==> src/scd_pkg.sv <==
// Operation
// - version query answers 0x82: bit7 set, bit6 clear, version in 5:0.
// - status query answers 0xc0 or 0xc1, bit0 meaning alive.
// - bootloader frame command is followed by a length byte.
// - network api frame command is followed by a length byte.
// - unsupported or reserved command byte is dropped, answered 0x04.
// - error codes 0x00-0x04 only, each followed by a detail byte.
// - while an error is pending any command gets the pending error.
// - length above 133 drops the command and reports 0x01.
// - transaction ended early is aborted and reports 0x02.
// - missing terminator drops the command and reports 0x03.
// - after reset assert attention, answer next command 0x00 and cause.
// - attention released after a received byte, then normal decoding.
// - bootloader mode if wake or trace pin low at reset release.
// - slave select going idle reinitialises the protocol state.
// - slave select active at power on: ignore data until idle.
// - every command and response ends with terminator 0xa7.
// - payload length counts payload only, range 2 to 133; lengths 0 and 1 are accepted too.
// - send 0xff outside response, ignore bytes outside command.
// - back to back errors: only the first is reported.
package scd_pkg;

	// ---------------------------------------------------------------
	// byte codes
	// ---------------------------------------------------------------
	localparam logic [7:0] CMD_VERSION   = 8'h0a;
	localparam logic [7:0] CMD_STATUS    = 8'h0b;
	localparam logic [7:0] CMD_BOOT      = 8'hfd;
	localparam logic [7:0] CMD_NET       = 8'hfe;
	localparam logic [7:0] RSP_VERSION   = 8'h82;
	localparam logic [7:0] RSP_STATUS    = 8'hc0;
	localparam logic [7:0] ERR_RESET     = 8'h00;
	localparam logic [7:0] ERR_OVERSIZE  = 8'h01;
	localparam logic [7:0] ERR_ABORT     = 8'h02;
	localparam logic [7:0] ERR_NO_TERM   = 8'h03;
	localparam logic [7:0] ERR_UNSUP     = 8'h04;
	localparam logic [7:0] ERR_DETAIL    = 8'h00;
	localparam logic [7:0] FRAME_TERM    = 8'ha7;
	localparam logic [7:0] IDLE_BYTE     = 8'hff;
	localparam logic [7:0] MAX_PAY_LEN   = 8'h85;
	localparam int         STATUS_ALIVE_BIT = 0;

	// ---------------------------------------------------------------
	// response kinds, synchroniser layout, strap timing
	// ---------------------------------------------------------------
	localparam logic [1:0] KIND_ERR  = 2'h0;
	localparam logic [1:0] KIND_VER  = 2'h1;
	localparam logic [1:0] KIND_STAT = 2'h2;
	localparam logic [1:0] KIND_APP  = 2'h3;
	localparam int         SYNC_W    = 3;
	localparam int         SY_SSEL   = 0;
	localparam int         SY_WAKE   = 1;
	localparam int         SY_TRACE  = 2;
	localparam logic [SYNC_W-1:0] SYNC_RST = 3'h7;
	localparam logic [1:0] STRAP_CYC = 2'h3;

	typedef enum logic [7:0] {
		ST_WAIT_IDLE = 8'h01,
		ST_CMD       = 8'h02,
		ST_LEN       = 8'h04,
		ST_PAY       = 8'h08,
		ST_TERM      = 8'h10,
		ST_SKIP      = 8'h20,
		ST_RESP      = 8'h40,
		ST_DONE      = 8'h80
	} scd_state_type;

	typedef struct packed {
		logic       vld;
		logic [7:0] dat;
	} scd_byte_type;

	typedef struct packed {
		logic       vld;
		logic       first;
		logic       boot;
		logic [7:0] dat;
	} scd_pay_type;

	typedef struct packed {
		logic       vld;
		logic       last;
		logic [7:0] dat;
	} scd_app_type;

endpackage

==> src/scd_sync.sv <==
`timescale 1ns/10ps
module scd_sync (
	input  wire logic                         i_clk,     // system clock
	input  wire logic                         i_sys_rst, // sync reset
	input  wire logic [scd_pkg::SYNC_W-1:0]   i_async,   // raw pins
	output logic      [scd_pkg::SYNC_W-1:0]   o_sync     // synchronised
);

	logic [scd_pkg::SYNC_W-1:0] meta_r;

	// first stage feeds only the second stage
	always_ff @(posedge i_clk)
	begin
		if (i_sys_rst)
		begin
			meta_r <= scd_pkg::SYNC_RST;
			o_sync <= scd_pkg::SYNC_RST;
		end
		else
		begin
			meta_r <= i_async;
			o_sync <= meta_r;
		end
	end

endmodule

==> src/scd_frame_decoder.sv <==
`timescale 1ns/10ps
module scd_frame_decoder (
	input  wire logic                 i_clk,             // 100 MHz clock
	input  wire logic                 i_sys_rst,         // sync reset
	input  wire logic                 i_ssel_n,          // slave select pin
	input  wire logic                 i_wake_request_n,  // strap pin
	input  wire logic                 i_trace_data_pin,  // strap pin
	input  wire scd_pkg::scd_byte_type i_rx,             // byte from shifter
	input  wire logic                 i_tx_req,          // shifter wants byte
	input  wire logic [7:0]           i_reset_cause_code, // reset cause
	input  wire logic                 i_alive,           // stack ready
	input  wire scd_pkg::scd_app_type i_app_rsp,         // frame response
	output logic                      o_app_rsp_ready,   // app byte taken
	output logic [7:0]                o_tx_byte,         // byte to shifter
	output scd_pkg::scd_pay_type      o_pay,             // payload stream
	output logic                      o_pay_commit,      // frame good
	output logic                      o_pay_drop,        // frame dropped
	output logic                      o_host_attention_n, // attention
	output logic                      o_boot_mode        // bootloader mode
);

	// ---------------------------------------------------------------
	// pin synchronisation and strap capture
	// ---------------------------------------------------------------
	logic [scd_pkg::SYNC_W-1:0] pins_s;
	logic                       ss_idle_d_r;
	logic [1:0]                 strap_cnt_r;
	logic                       strap_done_r;

	scd_sync u_sync (
		.i_clk     (i_clk),
		.i_sys_rst (i_sys_rst),
		.i_async   ({i_trace_data_pin, i_wake_request_n, i_ssel_n}),
		.o_sync    (pins_s)
	);

	logic ss_idle;
	logic ss_rise;
	assign ss_idle = pins_s[scd_pkg::SY_SSEL];
	assign ss_rise = ss_idle & ~ss_idle_d_r;

	// pins are sampled once the synchroniser holds post-release values
	always_ff @(posedge i_clk)
	begin
		if (i_sys_rst)
		begin
			strap_cnt_r  <= 2'h0;
			strap_done_r <= 1'b0;
			o_boot_mode  <= 1'b0;
		end
		else if (!strap_done_r)
		begin
			strap_cnt_r <= strap_cnt_r + 2'h1;
			if (strap_cnt_r == scd_pkg::STRAP_CYC - 2'h1)
			begin
				strap_done_r <= 1'b1;
				o_boot_mode  <= ~pins_s[scd_pkg::SY_WAKE] |
				                ~pins_s[scd_pkg::SY_TRACE];
			end
		end
	end

	always_ff @(posedge i_clk)
	begin
		if (i_sys_rst)
			ss_idle_d_r <= 1'b1;
		else
			ss_idle_d_r <= ss_idle;
	end

	// ---------------------------------------------------------------
	// error bookkeeping
	// ---------------------------------------------------------------
	scd_pkg::scd_state_type state_r;
	logic                   err_pend_r;
	logic [7:0]             err_code_r;
	logic                   err_req;
	logic [7:0]             err_req_code;
	logic                   err_clr;
	logic                   note_unseen_r;
	logic [1:0]             kind_r;
	logic [1:0]             idx_r;
	logic                   term_ph_r;
	logic [7:0]             cnt_r;
	logic                   boot_frame_r;
	logic                   rx_ok;

	// bytes only count while slave select is active, in any state
	assign rx_ok = i_rx.vld & ~ss_idle;

	function automatic logic in_cmd(input scd_pkg::scd_state_type s);
		in_cmd = (s == scd_pkg::ST_LEN) || (s == scd_pkg::ST_PAY) ||
		         (s == scd_pkg::ST_TERM) || (s == scd_pkg::ST_SKIP);
	endfunction

	always_comb
	begin
		err_req      = 1'b0;
		err_req_code = scd_pkg::ERR_ABORT;
		if (ss_rise && (in_cmd(state_r) || state_r == scd_pkg::ST_RESP))
			err_req = 1'b1;
		else if (rx_ok && state_r == scd_pkg::ST_CMD && !err_pend_r &&
		         !((i_rx.dat == scd_pkg::CMD_VERSION) ||
		           (i_rx.dat == scd_pkg::CMD_STATUS) ||
		           (i_rx.dat == scd_pkg::CMD_BOOT && o_boot_mode) ||
		           (i_rx.dat == scd_pkg::CMD_NET && !o_boot_mode)))
		begin
			err_req      = 1'b1;
			err_req_code = scd_pkg::ERR_UNSUP;
		end
		else if (rx_ok && state_r == scd_pkg::ST_LEN &&
		         i_rx.dat > scd_pkg::MAX_PAY_LEN)
		begin
			err_req      = 1'b1;
			err_req_code = scd_pkg::ERR_OVERSIZE;
		end
		else if (rx_ok && state_r == scd_pkg::ST_TERM &&
		         i_rx.dat != scd_pkg::FRAME_TERM)
		begin
			err_req      = 1'b1;
			err_req_code = scd_pkg::ERR_NO_TERM;
		end
	end

	assign err_clr = i_tx_req && state_r == scd_pkg::ST_RESP &&
	                 kind_r == scd_pkg::KIND_ERR &&
	                 idx_r == 2'h2 && !ss_idle;

	// a new error wins over the clear; later errors never overwrite
	always_ff @(posedge i_clk)
	begin
		if (i_sys_rst)
		begin
			err_pend_r <= 1'b1;
			err_code_r <= scd_pkg::ERR_RESET;
		end
		else if (err_req && (!err_pend_r || err_clr))
		begin
			err_pend_r <= 1'b1;
			err_code_r <= err_req_code;
		end
		else if (err_clr)
			err_pend_r <= 1'b0;
	end

	always_ff @(posedge i_clk)
	begin
		if (i_sys_rst)
			note_unseen_r <= 1'b1;
		else if (rx_ok && state_r != scd_pkg::ST_WAIT_IDLE)
			note_unseen_r <= 1'b0;
	end

	// ---------------------------------------------------------------
	// frame state machine
	// ---------------------------------------------------------------
	always_ff @(posedge i_clk)
	begin
		if (i_sys_rst)
		begin
			state_r      <= scd_pkg::ST_WAIT_IDLE;
			kind_r       <= scd_pkg::KIND_ERR;
			cnt_r        <= 8'h00;
			boot_frame_r <= 1'b0;
		end
		else if (ss_rise)
			state_r <= scd_pkg::ST_CMD;
		else
		begin
			case (state_r)
			// synchroniser resets to idle: trust it only once it holds pins
			scd_pkg::ST_WAIT_IDLE:
				if (ss_idle && strap_done_r)
					state_r <= scd_pkg::ST_CMD;
			scd_pkg::ST_CMD:
				if (rx_ok)
				begin
					boot_frame_r <= (i_rx.dat == scd_pkg::CMD_BOOT);
					kind_r       <= scd_pkg::KIND_ERR;
					if (err_pend_r || err_req)
						state_r <= scd_pkg::ST_SKIP;
					else if (i_rx.dat == scd_pkg::CMD_VERSION)
					begin
						kind_r  <= scd_pkg::KIND_VER;
						state_r <= scd_pkg::ST_TERM;
					end
					else if (i_rx.dat == scd_pkg::CMD_STATUS)
					begin
						kind_r  <= scd_pkg::KIND_STAT;
						state_r <= scd_pkg::ST_TERM;
					end
					else
					begin
						kind_r  <= scd_pkg::KIND_APP;
						state_r <= scd_pkg::ST_LEN;
					end
				end
			scd_pkg::ST_LEN:
				if (rx_ok)
				begin
					cnt_r <= i_rx.dat;
					if (err_req)
						state_r <= scd_pkg::ST_DONE;
					else if (i_rx.dat == 8'h00)
						state_r <= scd_pkg::ST_TERM;
					else
						state_r <= scd_pkg::ST_PAY;
				end
			scd_pkg::ST_PAY:
				if (rx_ok)
				begin
					cnt_r <= cnt_r - 8'h01;
					if (cnt_r == 8'h01)
						state_r <= scd_pkg::ST_TERM;
				end
			scd_pkg::ST_TERM:
				if (rx_ok)
				begin
					// a bad terminator is answered at once
					if (err_req)
						kind_r <= scd_pkg::KIND_ERR;
					state_r <= scd_pkg::ST_RESP;
				end
			scd_pkg::ST_SKIP:
				if (rx_ok && i_rx.dat == scd_pkg::FRAME_TERM)
					state_r <= scd_pkg::ST_RESP;
			scd_pkg::ST_RESP:
				if (i_tx_req && !ss_idle)
				begin
					if ((kind_r == scd_pkg::KIND_ERR && idx_r == 2'h2) ||
					    (kind_r == scd_pkg::KIND_APP && term_ph_r) ||
					    ((kind_r == scd_pkg::KIND_VER ||
					      kind_r == scd_pkg::KIND_STAT) && idx_r == 2'h1))
						state_r <= scd_pkg::ST_DONE;
				end
			scd_pkg::ST_DONE:
				state_r <= scd_pkg::ST_DONE;
			default:
				state_r <= scd_pkg::ST_WAIT_IDLE;
			endcase
		end
	end

	// ---------------------------------------------------------------
	// payload stream towards the stack or bootloader
	// ---------------------------------------------------------------
	logic pay_first_r;

	// set by the length byte, so it marks the byte right after it
	always_ff @(posedge i_clk)
	begin
		if (i_sys_rst)
			pay_first_r <= 1'b0;
		else if (rx_ok)
			pay_first_r <= state_r == scd_pkg::ST_LEN;
	end

	always_ff @(posedge i_clk)
	begin
		if (i_sys_rst)
		begin
			o_pay        <= '0;
			o_pay_commit <= 1'b0;
			o_pay_drop   <= 1'b0;
		end
		else
		begin
			o_pay.vld    <= rx_ok && state_r == scd_pkg::ST_PAY && !ss_rise;
			o_pay.dat    <= i_rx.dat;
			o_pay.boot   <= boot_frame_r;
			o_pay.first  <= state_r == scd_pkg::ST_PAY && pay_first_r;
			o_pay_commit <= rx_ok && !ss_rise &&
			                state_r == scd_pkg::ST_TERM &&
			                kind_r == scd_pkg::KIND_APP && !err_req;
			o_pay_drop   <= (ss_rise && (state_r == scd_pkg::ST_PAY ||
			                 (state_r == scd_pkg::ST_TERM &&
			                  kind_r == scd_pkg::KIND_APP))) ||
			                (!ss_rise && rx_ok && err_req &&
			                 state_r == scd_pkg::ST_TERM &&
			                 kind_r == scd_pkg::KIND_APP);
		end
	end

	// ---------------------------------------------------------------
	// response sequencer
	// ---------------------------------------------------------------
	logic tx_go;
	assign tx_go = i_tx_req && state_r == scd_pkg::ST_RESP && !ss_idle;
	assign o_app_rsp_ready = tx_go && kind_r == scd_pkg::KIND_APP &&
	                         !term_ph_r;

	always_ff @(posedge i_clk)
	begin
		if (i_sys_rst)
		begin
			o_tx_byte <= scd_pkg::IDLE_BYTE;
			idx_r     <= 2'h0;
			term_ph_r <= 1'b0;
		end
		else if (!tx_go)
		begin
			if (state_r != scd_pkg::ST_RESP)
			begin
				idx_r     <= 2'h0;
				term_ph_r <= 1'b0;
			end
			if (i_tx_req)
				o_tx_byte <= scd_pkg::IDLE_BYTE;
		end
		else
		begin
			idx_r <= idx_r + 2'h1;
			case (kind_r)
			scd_pkg::KIND_ERR:
				case (idx_r)
				2'h0:    o_tx_byte <= err_code_r;
				2'h1:    o_tx_byte <= (err_code_r == scd_pkg::ERR_RESET) ?
				                      i_reset_cause_code :
				                      scd_pkg::ERR_DETAIL;
				default: o_tx_byte <= scd_pkg::FRAME_TERM;
				endcase
			scd_pkg::KIND_VER:
				o_tx_byte <= (idx_r == 2'h0) ? scd_pkg::RSP_VERSION :
				             scd_pkg::FRAME_TERM;
			scd_pkg::KIND_STAT:
				o_tx_byte <= (idx_r == 2'h0) ?
				             (scd_pkg::RSP_STATUS |
				              {7'h00, i_alive}) :
				             scd_pkg::FRAME_TERM;
			default:
				if (term_ph_r)
					o_tx_byte <= scd_pkg::FRAME_TERM;
				else if (i_app_rsp.vld)
				begin
					o_tx_byte <= i_app_rsp.dat;
					term_ph_r <= i_app_rsp.last;
				end
				else
					o_tx_byte <= scd_pkg::IDLE_BYTE;
			endcase
		end
	end

	// attention: fresh reset, response ready, or error awaiting a poll
	always_ff @(posedge i_clk)
	begin
		if (i_sys_rst)
			o_host_attention_n <= 1'b1;
		else
			o_host_attention_n <= ~((note_unseen_r && !rx_ok) ||
			    (state_r == scd_pkg::ST_RESP &&
			     (kind_r != scd_pkg::KIND_APP || i_app_rsp.vld)) ||
			    (!note_unseen_r && err_pend_r && ss_idle &&
			     state_r == scd_pkg::ST_CMD));
	end

	// ---------------------------------------------------------------
	// checks
	// ---------------------------------------------------------------
	property p_version;
		@(posedge i_clk) disable iff (i_sys_rst)
		tx_go && kind_r == scd_pkg::KIND_VER && idx_r == 2'h0
		|=> o_tx_byte == 8'h82;
	endproperty
	a_version: assert property (p_version)
		else $error("version reply wrong");

	property p_status;
		@(posedge i_clk) disable iff (i_sys_rst)
		tx_go && kind_r == scd_pkg::KIND_STAT && idx_r == 2'h0
		|=> o_tx_byte[7:1] == 7'h60 && o_tx_byte[0] == $past(i_alive);
	endproperty
	a_status: assert property (p_status)
		else $error("status reply wrong");

	property p_err_code;
		@(posedge i_clk) disable iff (i_sys_rst)
		tx_go && kind_r == scd_pkg::KIND_ERR && idx_r == 2'h0
		|=> o_tx_byte <= 8'h04 ##1 1'b1 ##[0:300] o_tx_byte == 8'ha7;
	endproperty
	a_err_code: assert property (p_err_code)
		else $error("error reply malformed");

	property p_oversize;
		@(posedge i_clk) disable iff (i_sys_rst)
		rx_ok && !ss_rise && !err_pend_r && state_r == scd_pkg::ST_LEN &&
		i_rx.dat > 8'h85
		|=> err_pend_r && err_code_r == 8'h01 &&
		    state_r == scd_pkg::ST_DONE;
	endproperty
	a_oversize: assert property (p_oversize)
		else $error("oversize not flagged");

	property p_abort;
		@(posedge i_clk) disable iff (i_sys_rst)
		ss_rise && !err_pend_r && state_r == scd_pkg::ST_PAY
		|=> err_code_r == 8'h02 && state_r == scd_pkg::ST_CMD && o_pay_drop;
	endproperty
	a_abort: assert property (p_abort)
		else $error("abort not flagged");

	property p_first_err;
		@(posedge i_clk) disable iff (i_sys_rst)
		err_pend_r && !err_clr |=> $stable(err_code_r) && err_pend_r;
	endproperty
	a_first_err: assert property (p_first_err)
		else $error("pending error overwritten");

	property p_idle_fill;
		@(posedge i_clk) disable iff (i_sys_rst)
		i_tx_req && state_r != scd_pkg::ST_RESP |=> o_tx_byte == 8'hff;
	endproperty
	a_idle_fill: assert property (p_idle_fill)
		else $error("non-idle byte outside response");

	property p_resync;
		@(posedge i_clk) disable iff (i_sys_rst)
		ss_rise |=> state_r == scd_pkg::ST_CMD && !o_pay.vld;
	endproperty
	a_resync: assert property (p_resync)
		else $error("no reinit on select idle");

	property p_clear;
		@(posedge i_clk) disable iff (i_sys_rst)
		err_clr && !err_req |=> !err_pend_r && o_tx_byte == 8'ha7;
	endproperty
	a_clear: assert property (p_clear)
		else $error("error not cleared after reply");

	property p_unsup;
		@(posedge i_clk) disable iff (i_sys_rst)
		rx_ok && !ss_rise && !err_pend_r && state_r == scd_pkg::ST_CMD &&
		i_rx.dat == 8'h05
		|=> err_code_r == 8'h04 && state_r == scd_pkg::ST_SKIP;
	endproperty
	a_unsup: assert property (p_unsup)
		else $error("reserved command accepted");

endmodule

==> config.mk <==
export PLATFORM = sky130hd
export DESIGN_NAME = scd_frame_decoder
export DESIGN_NICKNAME = d
export VERILOG_FILES = /design/src/scd_pkg.sv /design/src/scd_sync.sv /design/src/scd_frame_decoder.sv
export SDC_FILE = /design/constraint.sdc
export NUM_CORES = 1
export LEC_CHECK = 0
export ABC_CLOCK_PERIOD_IN_PS = 4400
export BUFFER_PORTS_ARGS = -buffer_cell sky130_fd_sc_hd__buf_2
export CAP_MARGIN = 20
export CORE_ASPECT_RATIO = 2
export CORE_UTILIZATION = 35
export DETAILED_ROUTE_END_ITERATION = 10
export SYNTH_ARGS = -nofsm -noshare
export SYNTH_HDL_FRONTEND = slang
export SYNTH_SLANG_ARGS = --single-unit
==> constraint.sdc <==
create_clock -name i_clk -period 4.4 [get_ports i_clk]
set_clock_uncertainty 0.2 [all_clocks]
set_input_delay 0.66 -clock i_clk [delete_from_list [all_inputs] [get_ports i_clk]]
set_output_delay 0.66 -clock i_clk [all_outputs]
set_load 0.1 [all_outputs]
==> results of run 1 <==
-- synthesized netlist by cell type, drive strengths merged, types with 3 or more instances --
cell type / n
a211oi: 6
a21oi: 33
a31oi: 3
and4b: 4
buf: 3
clkbuf: 16
dfxtp: 61
ha: 11
inv: 14
mux2i: 4
nand2: 26
nand2b: 12
nand3: 4
nand3b: 3
nand4b: 3
nor2: 43
nor2b: 18
nor3: 18
nor3b: 3
nor4: 9
o21ai: 21
o21bai: 4
o22ai: 5
or2: 8
or3: 3
or4: 3
xor2: 4
-- logic make-up after synthesis --
logic type | Yosys count
multiplexers | 4
AND/OR/NAND/NOR | 167
AO/OA/AOI/OAI | 96
flip-flops | 61
adder cells (fa/ha/maj) | 11
XOR/XNOR | 6
buffers and inverters | 33
-- critical path, cell delays in order (launching register included) --
cell     delay (ns)
dfxtp_1        0.36
nor4_2         0.56
and4b_1        0.36
nand2_1        0.22
nor3_1         0.21
buf_2          0.46
-- cell usage in the layout, fill, tap and decap left out, drive strengths merged, types with 5 or more instances in the layout --
cell type | synthesis | final
a211oi | 6 | 6
ha | 11 | 11
inv | 14 | 14
dfxtp | 61 | 61
nor3 | 18 | 18
clkinv | 0 | 5
nor2b | 18 | 18
o22ai | 5 | 5
nor4 | 9 | 9
nand2b | 12 | 12
buf | 3 | 59
clkbuf | 16 | 9
o21ai | 21 | 21
or2 | 8 | 8
nand2 | 26 | 26
a21oi | 33 | 33
nor2 | 43 | 43
-- sequential cells by signal, indices dropped and copies added, names as in the netlist, 2 cells and up --
signal and cells:
err_code_r 3, kind_r 2, u_sync.o_sync 3, o_pay 11, state_r 8, strap_cnt_r 2, u_sync.meta_r 3, idx_r 2
o_tx_byte 8, cnt_r 8
-- path summary, 6_finish.rpt --
check / endpoint / cells after the start
worst max-delay path: o_app_rsp_ready / 5
worst min-delay path: u_sync.o_sync[1] / 1
worst max register to register: state_r[7] / 7
worst min register to register: u_sync.o_sync[1] / 1
-- per-stage QoR --
step,worst slack (ns),std cells,area [um2]
floorplan,0.144,378,3140
global placement,1.30,518,3480
detailed placement,1.25,518,3480
CTS,1.05,534,3770
global route,0.898,534,3770
finish,1.05,534,3770
-- report_power, final --
group	internal, mW	switching (mW)	total (mW)
Clock	0.434	0.248	0.682
Combinational	0.0959	0.174	0.270
Sequential	0.584	0.0315	0.616
-- cell type report --
| type | instances | area [um2] |
|---|---|---|
| Clock inverter | 7 | 66.3 |
| Sequential cell | 61 | 1220 |
| Clock buffer | 9 | 225 |
| Multi-Input combinational cell | 284 | 1780 |
| Timing Repair Buffer | 59 | 300 |
| Fill cell | 896 | 4880 |
| Tap cell | 100 | 125 |
| Inverter | 14 | 52.6 |
-- layer usage --
layer | routed length (um) | part of all wire [%]
met4 | 397 | 4.4
met5 | 0 | 0
met3 | 280 | 3.1
met2 | 4990 | 56
met1 | 3280 | 37
==> results.md, run 1 <==
- Status: finished clean
- Routed Antenna Nets: 0
- FMAX: 299 MHz
- Setup TNS Final: 0 ns
- Top Usage Layer GRT: met2
- Total power: 1.57 mW
- WP data arrival: 2.49 ns
- Hold Buf Count CTS: 0
- DRC errors left: 0
- Rows: 48
- Fin. Hold Viols: 0
- Least-Margin Pin Slew: 0.966 ns
- Number of buffers created by CTS: 9
- Top cell type by total area after synthesis: dfxtp_1
- Post-synth EDFFs: 0
- CP Launch Type: flop
- First-pass GRT wire length: 13800 um
- Initial Util: 36.3%
- Critical path type: flop to primary output
- Routability cong.: 0.960
- H-tree lvl count: 3
- Min Hold Slack: 0.213 ns
- Rel. slew slack: 35.6%
- Critical Path RT: 3.54 ns
- WL/cell: 16.8 um
- Yosys top cell area share: 38.9%
- Post-synthesis sequential area ratio: 38.9%
- Post-layout util: 43.6%
- # IOs: 58
- Leak: 1.51 nW
- Resized Gates After CTS: 0
- Port buffer count: 57
- Reg2reg start: state_r[4]
- Die W: 68.9 um
- Met1 Track Usage GR: 19.9%
- Compound-Gate Fraction of Synth Area: 20.2%
- Clock tree root buffer cell: clkbuf_16
- Max cap viols: 0
- Power density cells: 416 mW/mm2
- CTS tree: yes
- Mapped Area: 0.00314 mm2
- Post-synth ARST share: 0%
- Worst IR Drop VDD: 214 uV
- Main combinational cell family by area after synthesis: simple AND/OR/NAND/NOR gates
- Synth area leaders: dfxtp_1 39%, a21oi_1 5.3%, nor2_1 5.1%
- Worst R2R Setup Slack: 1.36 ns
- CTS Sinks: 61
- Unique masters post-synth: 62
- Largest net degree at the start of global routing: 55
- Setup violators final: 0
- Crit path launch: state_r[4]
- HP Start: u_sync.meta_r[1]
- Syn-to-layout area delta: 20.2%
- Ys flop type: dfxtp_1
- Core ar.: 0.00865 mm2
- Clk slew on worst S/H paths: 0.05 ns
- Pre-antenna DRT Iters: 5
- Proportion of synthesized area in mux cells: 1.28%
- Vias post-DR: 2906
- Min Tclk post-route: 3.35 ns
- Drt total wl: 8950 um
- Share of cells above drive strength 1: 21.0%
- Chip Height: 136 um
- Detail Placement HPWL: 6850 um
- CP Capture Type: primary output
- HP Class: flop to flop
- Yosys warns: 0
- GRT Total Usage: 20.6%
- XOR/XNOR Fraction of Synth Area: 1.68%
- Unrepaired setup endpoints after global routing: false
- Antenna cells: 0
- Initial antenna violation count: 0
- Final Cycle Share: 76.1%
- Syn Inst Count: 378
- Crit-path max FO: 8
- GRT Residual Overflow: 0
- Final #Nets: 474
- Slew Limit Fails: 0
- Syn Nets: 423
- Initial DRC count: 178
- Bufs on Longest Clock Path: 2
- Post-Synth Adder-Cell Area: 4.39%
- Met3 usage: 3.36%
- Fraction of the mapped netlist area in simple logic gates: 29.1%
- Via density: 5.44
- Syn Area/Cell: 8.29 um2
- Vias in the first global route: 2836
- #FFs+latches synth: 61
- Clock latency on the worst-skew pair: 0.32 ns
- Die ar.: 0.00936 mm2
- Routing usage on met2: 37.4%
- Post-CTS Setup Bufs: 0
Note: power is estimated with default switching activity, not from simulation.
==> inputs of run 2 (changes only) <==
Settings changed: ABC_CLOCK_PERIOD_IN_PS 4400 to 2800.
Clock period 4.4 ns to 2.8 ns, I/O delays scaled along.
==> run 2 against run 1 <==
Against the previous run:
- first-iteration DRC count decreased by 42%
- global-route usage increased by 0.98 points
- non-clock buffer count increased by 30
- sequential cell count unchanged
==> results.md, run 2 (synthesized netlist as in run 1, its figures left out) <==
- DRC errors left: 0 (unchanged)
- Fin. Hold Viols: 0 (unchanged)
- CTS Sinks: 61 (unchanged)
- Rel. slew slack: 57.8% (+22 points)
- Final #Nets: 504 (+6.3%)
- Initial antenna violation count: 0 (unchanged)
- GRT Total Usage: 21.5% (+0.98 points)
- Leak: 1.67 nW (+11%)
- Final Cycle Share: 94.1%
- Pre-antenna DRT Iters: 4 (-1)
- Die ar.: 0.00936 mm2 (unchanged)
- Crit-path max FO: 5 (-3)
- Min Tclk post-route: 2.63 ns
- FMAX: 380 MHz
- Syn-to-layout area delta: 29.1%
- Die W: 68.9 um (unchanged)
- Combinational Power Share: 20.0% (+2.8 points)
- Top delay family on crit path: simple AND/OR/NAND/NOR gates
- Critical Path RT: 2.18 ns (-1.36 ns)
- Post-layout util: 46.8% (+3.2 points)
- CP Launch Type: flop
- Power density cells: 652 mW/mm2 (+57%)
- H-tree lvl count: 3 (unchanged)
- Sequential Area: 0.00122 mm2 (+0.10%)
- Least-Margin Pin Slew: 0.633 ns (-0.334 ns)
- Hold Buf Count CTS: 0 (unchanged)
- Reg2reg start: o_boot_mode
- GRT Residual Overflow: 0 (unchanged)
- Worst IR Drop VDD: 303 uV (+42%)
- Slew Limit Fails: 0 (unchanged)
- Most frequent cells in the layout: 60 x dfxtp_1, 56 x buf_2, 43 x nor2_1
- Multi-input gate area: 0.00180 mm2 (+1.1%)
- Unrepaired setup endpoints after global routing: false
- WP data arrival: 2.01 ns (-0.48 ns)
- Detail Placement HPWL: 7110 um (+3.7%)
- Crit path largest cell delay: 0.38 ns (-0.18 ns)
- Slowest stage cell, crit path: nor4_4
- First-pass GRT wire length: 14600 um (+5.6%)
- Setup violators final: 0 (unchanged)
- Chip Height: 136 um (unchanged)
- Clock power share: 43.2% (-0.3 points)
- Number of buffers created by CTS: 9 (unchanged)
- Reg with most FFs: o_pay
- Routability cong.: 0.913 (-4.9%)
- HP Class: primary input to flop
- Initial Util: 36.3% (unchanged)
- Bufs on Longest Clock Path: 2 (unchanged)
- Routed Antenna Nets: 0 (unchanged)
- Setup TNS Final: 0 ns (unchanged)
- Status: finished clean
- Vias in the first global route: 3064 (+8.0%)
- Clk slew on worst S/H paths: 0.05 ns (about the same)
- Commonest non-fill, non-tap cell in the layout: dfxtp_1
- Cells along the critical path: nor4_4, and4b_1, nand2_1, nor3_4, buf_12
- Initial DRC count: 103 (-42%)
- Critical path type: flop to primary output
- Clock latency on the worst-skew pair: 0.33 ns (about the same)
- Rows: 48 (unchanged)
- # IOs: 58 (unchanged)
- Int Pwr: 1.86 mW (+67%)
- CTS tree: yes
- Flop pwr share: 36.8% (-2.5 points)
- Largest net degree at the start of global routing: 38 (-31%)
- HP Start: i_ssel_n
- Max cap viols: 0 (unchanged)
- Core ar.: 0.00865 mm2 (unchanged)
- Sw Pwr: 0.775 mW (+71%)
- WL/cell: 16.3 um (-2.9%)
- Filler cells: 892 (-0.45%)
- Max FFs per register: 11 (unchanged)
- Vias post-DR: 3057 (+5.2%)
- Port buffer count: 57 (unchanged)
- Drt total wl: 9180 um (+2.5%)
- CP Capture Type: primary output
- Sw Share: 29.4% (+0.42 points)
- Antenna cells: 0 (unchanged)
- Crit path launch: state_r[0]
- Share of cells above drive strength 1: 26.5% (+5.5 points)
- CP bufs+invs: 1 (unchanged)
- Clock tree root buffer cell: clkbuf_16
- Via density: 5.42 (-0.40%)
==> run 2: power groups by stage <==
stage	clock network, mW	logic [mW]	registers, mW
finish	1.14	0.528	0.971
global route	1.21	0.570	0.979
CTS	1.17	0.502	0.973
detailed placement	0	0.493	0.987
global placement	0	0.489	0.984
floorplan	0	0.265	1.06
==> run 2: what timing repair did <==
action,in CTS,in global routing
hold endpoints to repair,0,0
pin swaps,0,1
gates resized for setup,1,0
buffers inserted,0,3
gates cloned,0,0
setup endpoints to repair,1,1
==> run 2: layout make-up <==
class                   count  area share [%]
inverters                  14            1.30
well taps                 100            3.09
flip-flops and latches     61            30.2
clock buffers              10            5.90
repair buffers             89            13.4
multi-input cells         284            44.4
clock inverters             6            1.73
==> run 2: stage by stage <==
stage	instances	hold WS (ns)	power, mW	setup WS (ns)	area, um2
2_1_floorplan	378	0.189	1.33	0.0275	3150
3_3_place_gp	545	0.192	1.47	0.0203	3710
3_5_place_dp	545	0.199	1.48	0.00462	3710
4_1_cts	561	0.0522	2.64	0.0869	4030
5_1_grt	564	0.0618	2.76	0.0674	4050
6_report	564	0.0663	2.64	0.166	4050
==> run 2: layer usage <==
layer,up-vias,routed length (um),GRT usage (%)
li1,1520,-,-
met1,1436,3210,20.4
met2,73,5220,39.8
met3,28,335,4.11
met4,0,408,13.0
met5,-,0,0
==> run 2: worst paths after layout <==
| kind | end | slack, ns | depth (start not counted) |
|---|---|---|---|
| max | o_app_rsp_ready | 0.17 | 5 |
| min | u_sync.meta_r[0] | 0.07 | 2 |
| max reg2reg | state_r[3] | 0.23 | 7 |
| min reg2reg | u_sync.o_sync[1] | 0.21 | 1 |
==> inputs of run 3 (changes only) <==
Settings changed: SYNTH_HIERARCHICAL set to 1.
==> run 3 against run 2 <==
Against the previous run:
- total power shrank 0.66%
- final area fell by 0.74%
- global-route usage is 1.3 points lower
- count of clock-buffer cells in the layout decreased by 1
- die area up 0.23%
- final cell count shrank 0.71%
- register-to-register slack worse by 0.06 ns
- maximum frequency shrank 4.0%
- largest power group unchanged
- combinational power decreased by 12%
==> results.md, run 3 <==
- Status: finished clean
- Reg2reg start: state_r[6]
- Initial DRC count: 126 (+22%)
- Syn Nets: 428 (+1.2%)
- First-pass GRT wire length: 14700 um (+0.80%)
- Setup ws final: 0.0555 ns (-0.110 ns)
- Int Pwr: 1.86 mW (-0.21%)
- Rel. slew slack: 59.1% (+1.2 points)
- Slew Limit Fails: 0 (unchanged)
- Unique masters post-synth: 58 (-6.5%)
- Finished Layout Cells: 560 (-0.71%)
- Routed Antenna Nets: 0 (unchanged)
- Yosys top cell area share: 38.9% (-0.093 points)
- Filler cells: 893 (+0.11%)
- Drt total wl: 9340 um (+1.8%)
- GRT Total Usage: 20.3% (-1.3 points)
- Leak: 1.68 nW (+0.78%)
- Post-synthesis sequential area ratio: 38.9% (-0.093 points)
- Post-synth ARST share: 0% (unchanged)
- Port buffer count: 57 (unchanged)
- Die W: 69.0 um (+0.12%)
- Post-synth EDFFs: 0 (unchanged)
- Met1 Track Usage GR: 18.0% (-2.5 points)
- Yosys warns: 6 (+6)
- Worst IR Drop VDD: 410 uV (+35%)
- Flop pwr share: 36.2% (-0.6 points)
- Final Cycle Share: 98.0% (+3.9 points)
- Min Tclk post-route: 2.74 ns (+0.110 ns)
- H-tree lvl count: 3 (unchanged)
- Vias in the first global route: 3075 (+0.36%)
- Met3 usage: 5.41% (+1.3 points)
- CTS Sinks: 61 (unchanged)
- Dpl ws: 0.139 ns (+0.135 ns)
- Max cap viols: 0 (unchanged)
- WL/cell: 16.7 um (+2.5%)
- Vias post-DR: 3141 (+2.7%)
- Via density: 5.61 (+3.5%)
- HP Class: primary input to flop
- Syn-to-layout area delta: 27.8%
- Syn Area/Cell: 8.21 um2 (-1.1%)
- Clk slew on worst S/H paths: 0.05 ns (about the same)
- Cells after DPL: 539 (-1.1%)
- HP Start: i_ssel_n
- Detail Placement HPWL: 7020 um (-1.2%)
- GRT Residual Overflow: 0 (unchanged)
- Rows: 48 (unchanged)
- Most frequent cells in the layout: 57 x dfxtp_1, 56 x buf_2, 39 x nor2_1
- Number of buffers created by CTS: 9 (unchanged)
- Mapped Area: 0.00314 mm2 (+0.24%)
- Initial Util: 36.3% (+0.087 points)
- Die ar.: 0.00939 mm2 (+0.23%)
- CP Capture Type: primary output
- Top cell type by total area after synthesis: dfxtp_1
- Clock latency on the worst-skew pair: 0.34 ns (about the same)
- Multi-input gate area: 0.00180 mm2 (-0.14%)
- Hold Buf Count CTS: 0 (unchanged)
- DRC errors left: 0 (unchanged)
- Sequential Area: 0.00123 mm2 (+0.72%)
- Final #Nets: 500 (-0.79%)
- Critical Path RT: 2.18 ns (about the same)
- Worst R2R Setup Slack: 0.17 ns (-0.06 ns)
- Largest net degree at the start of global routing: 32 (-16%)
- CP Launch Type: flop
- Max FFs per register: 11 (unchanged)
- WP data arrival: 2.12 ns (+0.11 ns)
- Crit-path max FO: 8 (+3)
- Setup violators final: 0 (unchanged)
- Top Usage Layer GRT: met2
- Count leader, synth: dfxtp_1
- Commonest non-fill, non-tap cell in the layout: dfxtp_1
- Bufs on Longest Clock Path: 2 (unchanged)
- Routability cong.: 0.901 (-1.3%)
- # IOs: 58 (unchanged)
- Critical path type: flop to primary output
- Antenna cells: 0 (unchanged)
- Post-synth top cells: 61 x dfxtp_1, 39 x nor2_1, 29 x a21oi_1
- Sw Share: 29.0% (-0.33 points)
- Setup TNS Final: 0 ns (unchanged)
- Sw Pwr: 0.761 mW (-1.8%)
- Total power: 2.62 mW (-0.66%)
- Core ar.: 0.00865 mm2 (unchanged)
- Least-Margin Pin Slew: 0.609 ns (-0.0236 ns)
- Unrepaired setup endpoints after global routing: false
- Share of cells above drive strength 1: 24.6% (-1.9 points)
- Routing usage on met2: 39.4% (-0.43 points)
- Initial antenna violation count: 0 (unchanged)
- #FFs+latches synth: 61 (unchanged)
- Combinational Power Share: 17.8% (-2.2 points)
- CTS tree: yes
- Clock power share: 46.0% (+2.8 points)
- Crit path launch: state_r[7]
- Chip Height: 136 um (+0.12%)
- Fin. Hold Viols: 0 (unchanged)
- Reg with most FFs: o_pay
- Syn Inst Count: 383 (+1.3%)
- Ys flop type: dfxtp_1
- Synth area leaders: dfxtp_1 39%, nor2_1 4.7%, a21oi_1 4.6%
- Power density cells: 653 mW/mm2 (about the same)
- FMAX: 364 MHz (-4.0%)
- Pre-antenna DRT Iters: 4 (unchanged)
- Clock tree root buffer cell: clkbuf_16
## run 3: cell types whose count changed in the layout (fill, tap and decap cells not counted), moves of 4 or more
cell / delta
or2_1: +6
nor2_1: -4
nand3_1: +9
o21ai_0: +6
mux2i_1: -4
buf_4: -11
a21oi_1: -4
nor2b_1: -4
## run 3: routing by layer
metal | up-vias | share of wire [%]
li1 | 1533 | -
met1 | 1493 | 36
met2 | 88 | 56
met3 | 27 | 4.1
met4 | 0 | 3.8
met5 | - | 0
## run 3: power groups by stage
stage                     Sequential [mW]  Combinational, mW  Clock (mW)
after floorplan                      1.06              0.222           0
after global placement              0.969              0.459           0
after detailed placement            0.970              0.463           0
after CTS                           0.950              0.466        1.23
after global routing                0.956              0.507        1.26
final                               0.948              0.467        1.21
## run 3: logic make-up (layout without fill, tap and decap cells)
family	Yosys count	after routing	synth area share (%)
fa+ha+maj	11	11	4.38
flops	61	61	38.9
buf+inv	33	110	4.66
compound gates	107	107	22.5
simple gates	167	167	28.5
xor+xnor	4	4	1.11
## run 3: final timing paths
kind	to	cells after the start
hold reg to reg	u_sync/o_sync[2]	1
setup reg to reg	state_r[7]	7
setup / recovery	o_app_rsp_ready	5
hold / removal	u_sync/meta_r[0]	2
## run 3: stage by stage
stage	hold WS, ns	area, um2	util (%)
after global routing	0.0680	4020	46.5
after detailed placement	0.196	3630	42.0
after global placement	0.186	3630	42.0
after floorplan	0.183	3150	-
final	0.0650	4020	46.5
after CTS	0.0554	4010	46.3
## run 3: critical path, cell delays in order (launching register included)
cell and delay, ns:
dfxtp_1 0.31, buf_6 0.13, or3b_4 0.40, or4_4 0.52
nor3b_4 0.23, buf_12 0.20
## run 3: what timing repair did
action	4_1_cts	5_1_grt
setup endpoints to repair	1	2
pin swaps	3	2
resized for setup	6	3
buffers inserted	5	0
## run 3: final cells by class
cell class | count | share of cell area (%)
clock inverter | 7 | 2.46
timing repair buffer | 80 | 12.2
tap | 100 | 3.11
clock buffer | 9 | 5.61
sequential | 61 | 30.6
multi-input combinational | 289 | 44.7
inverter | 14 | 1.31
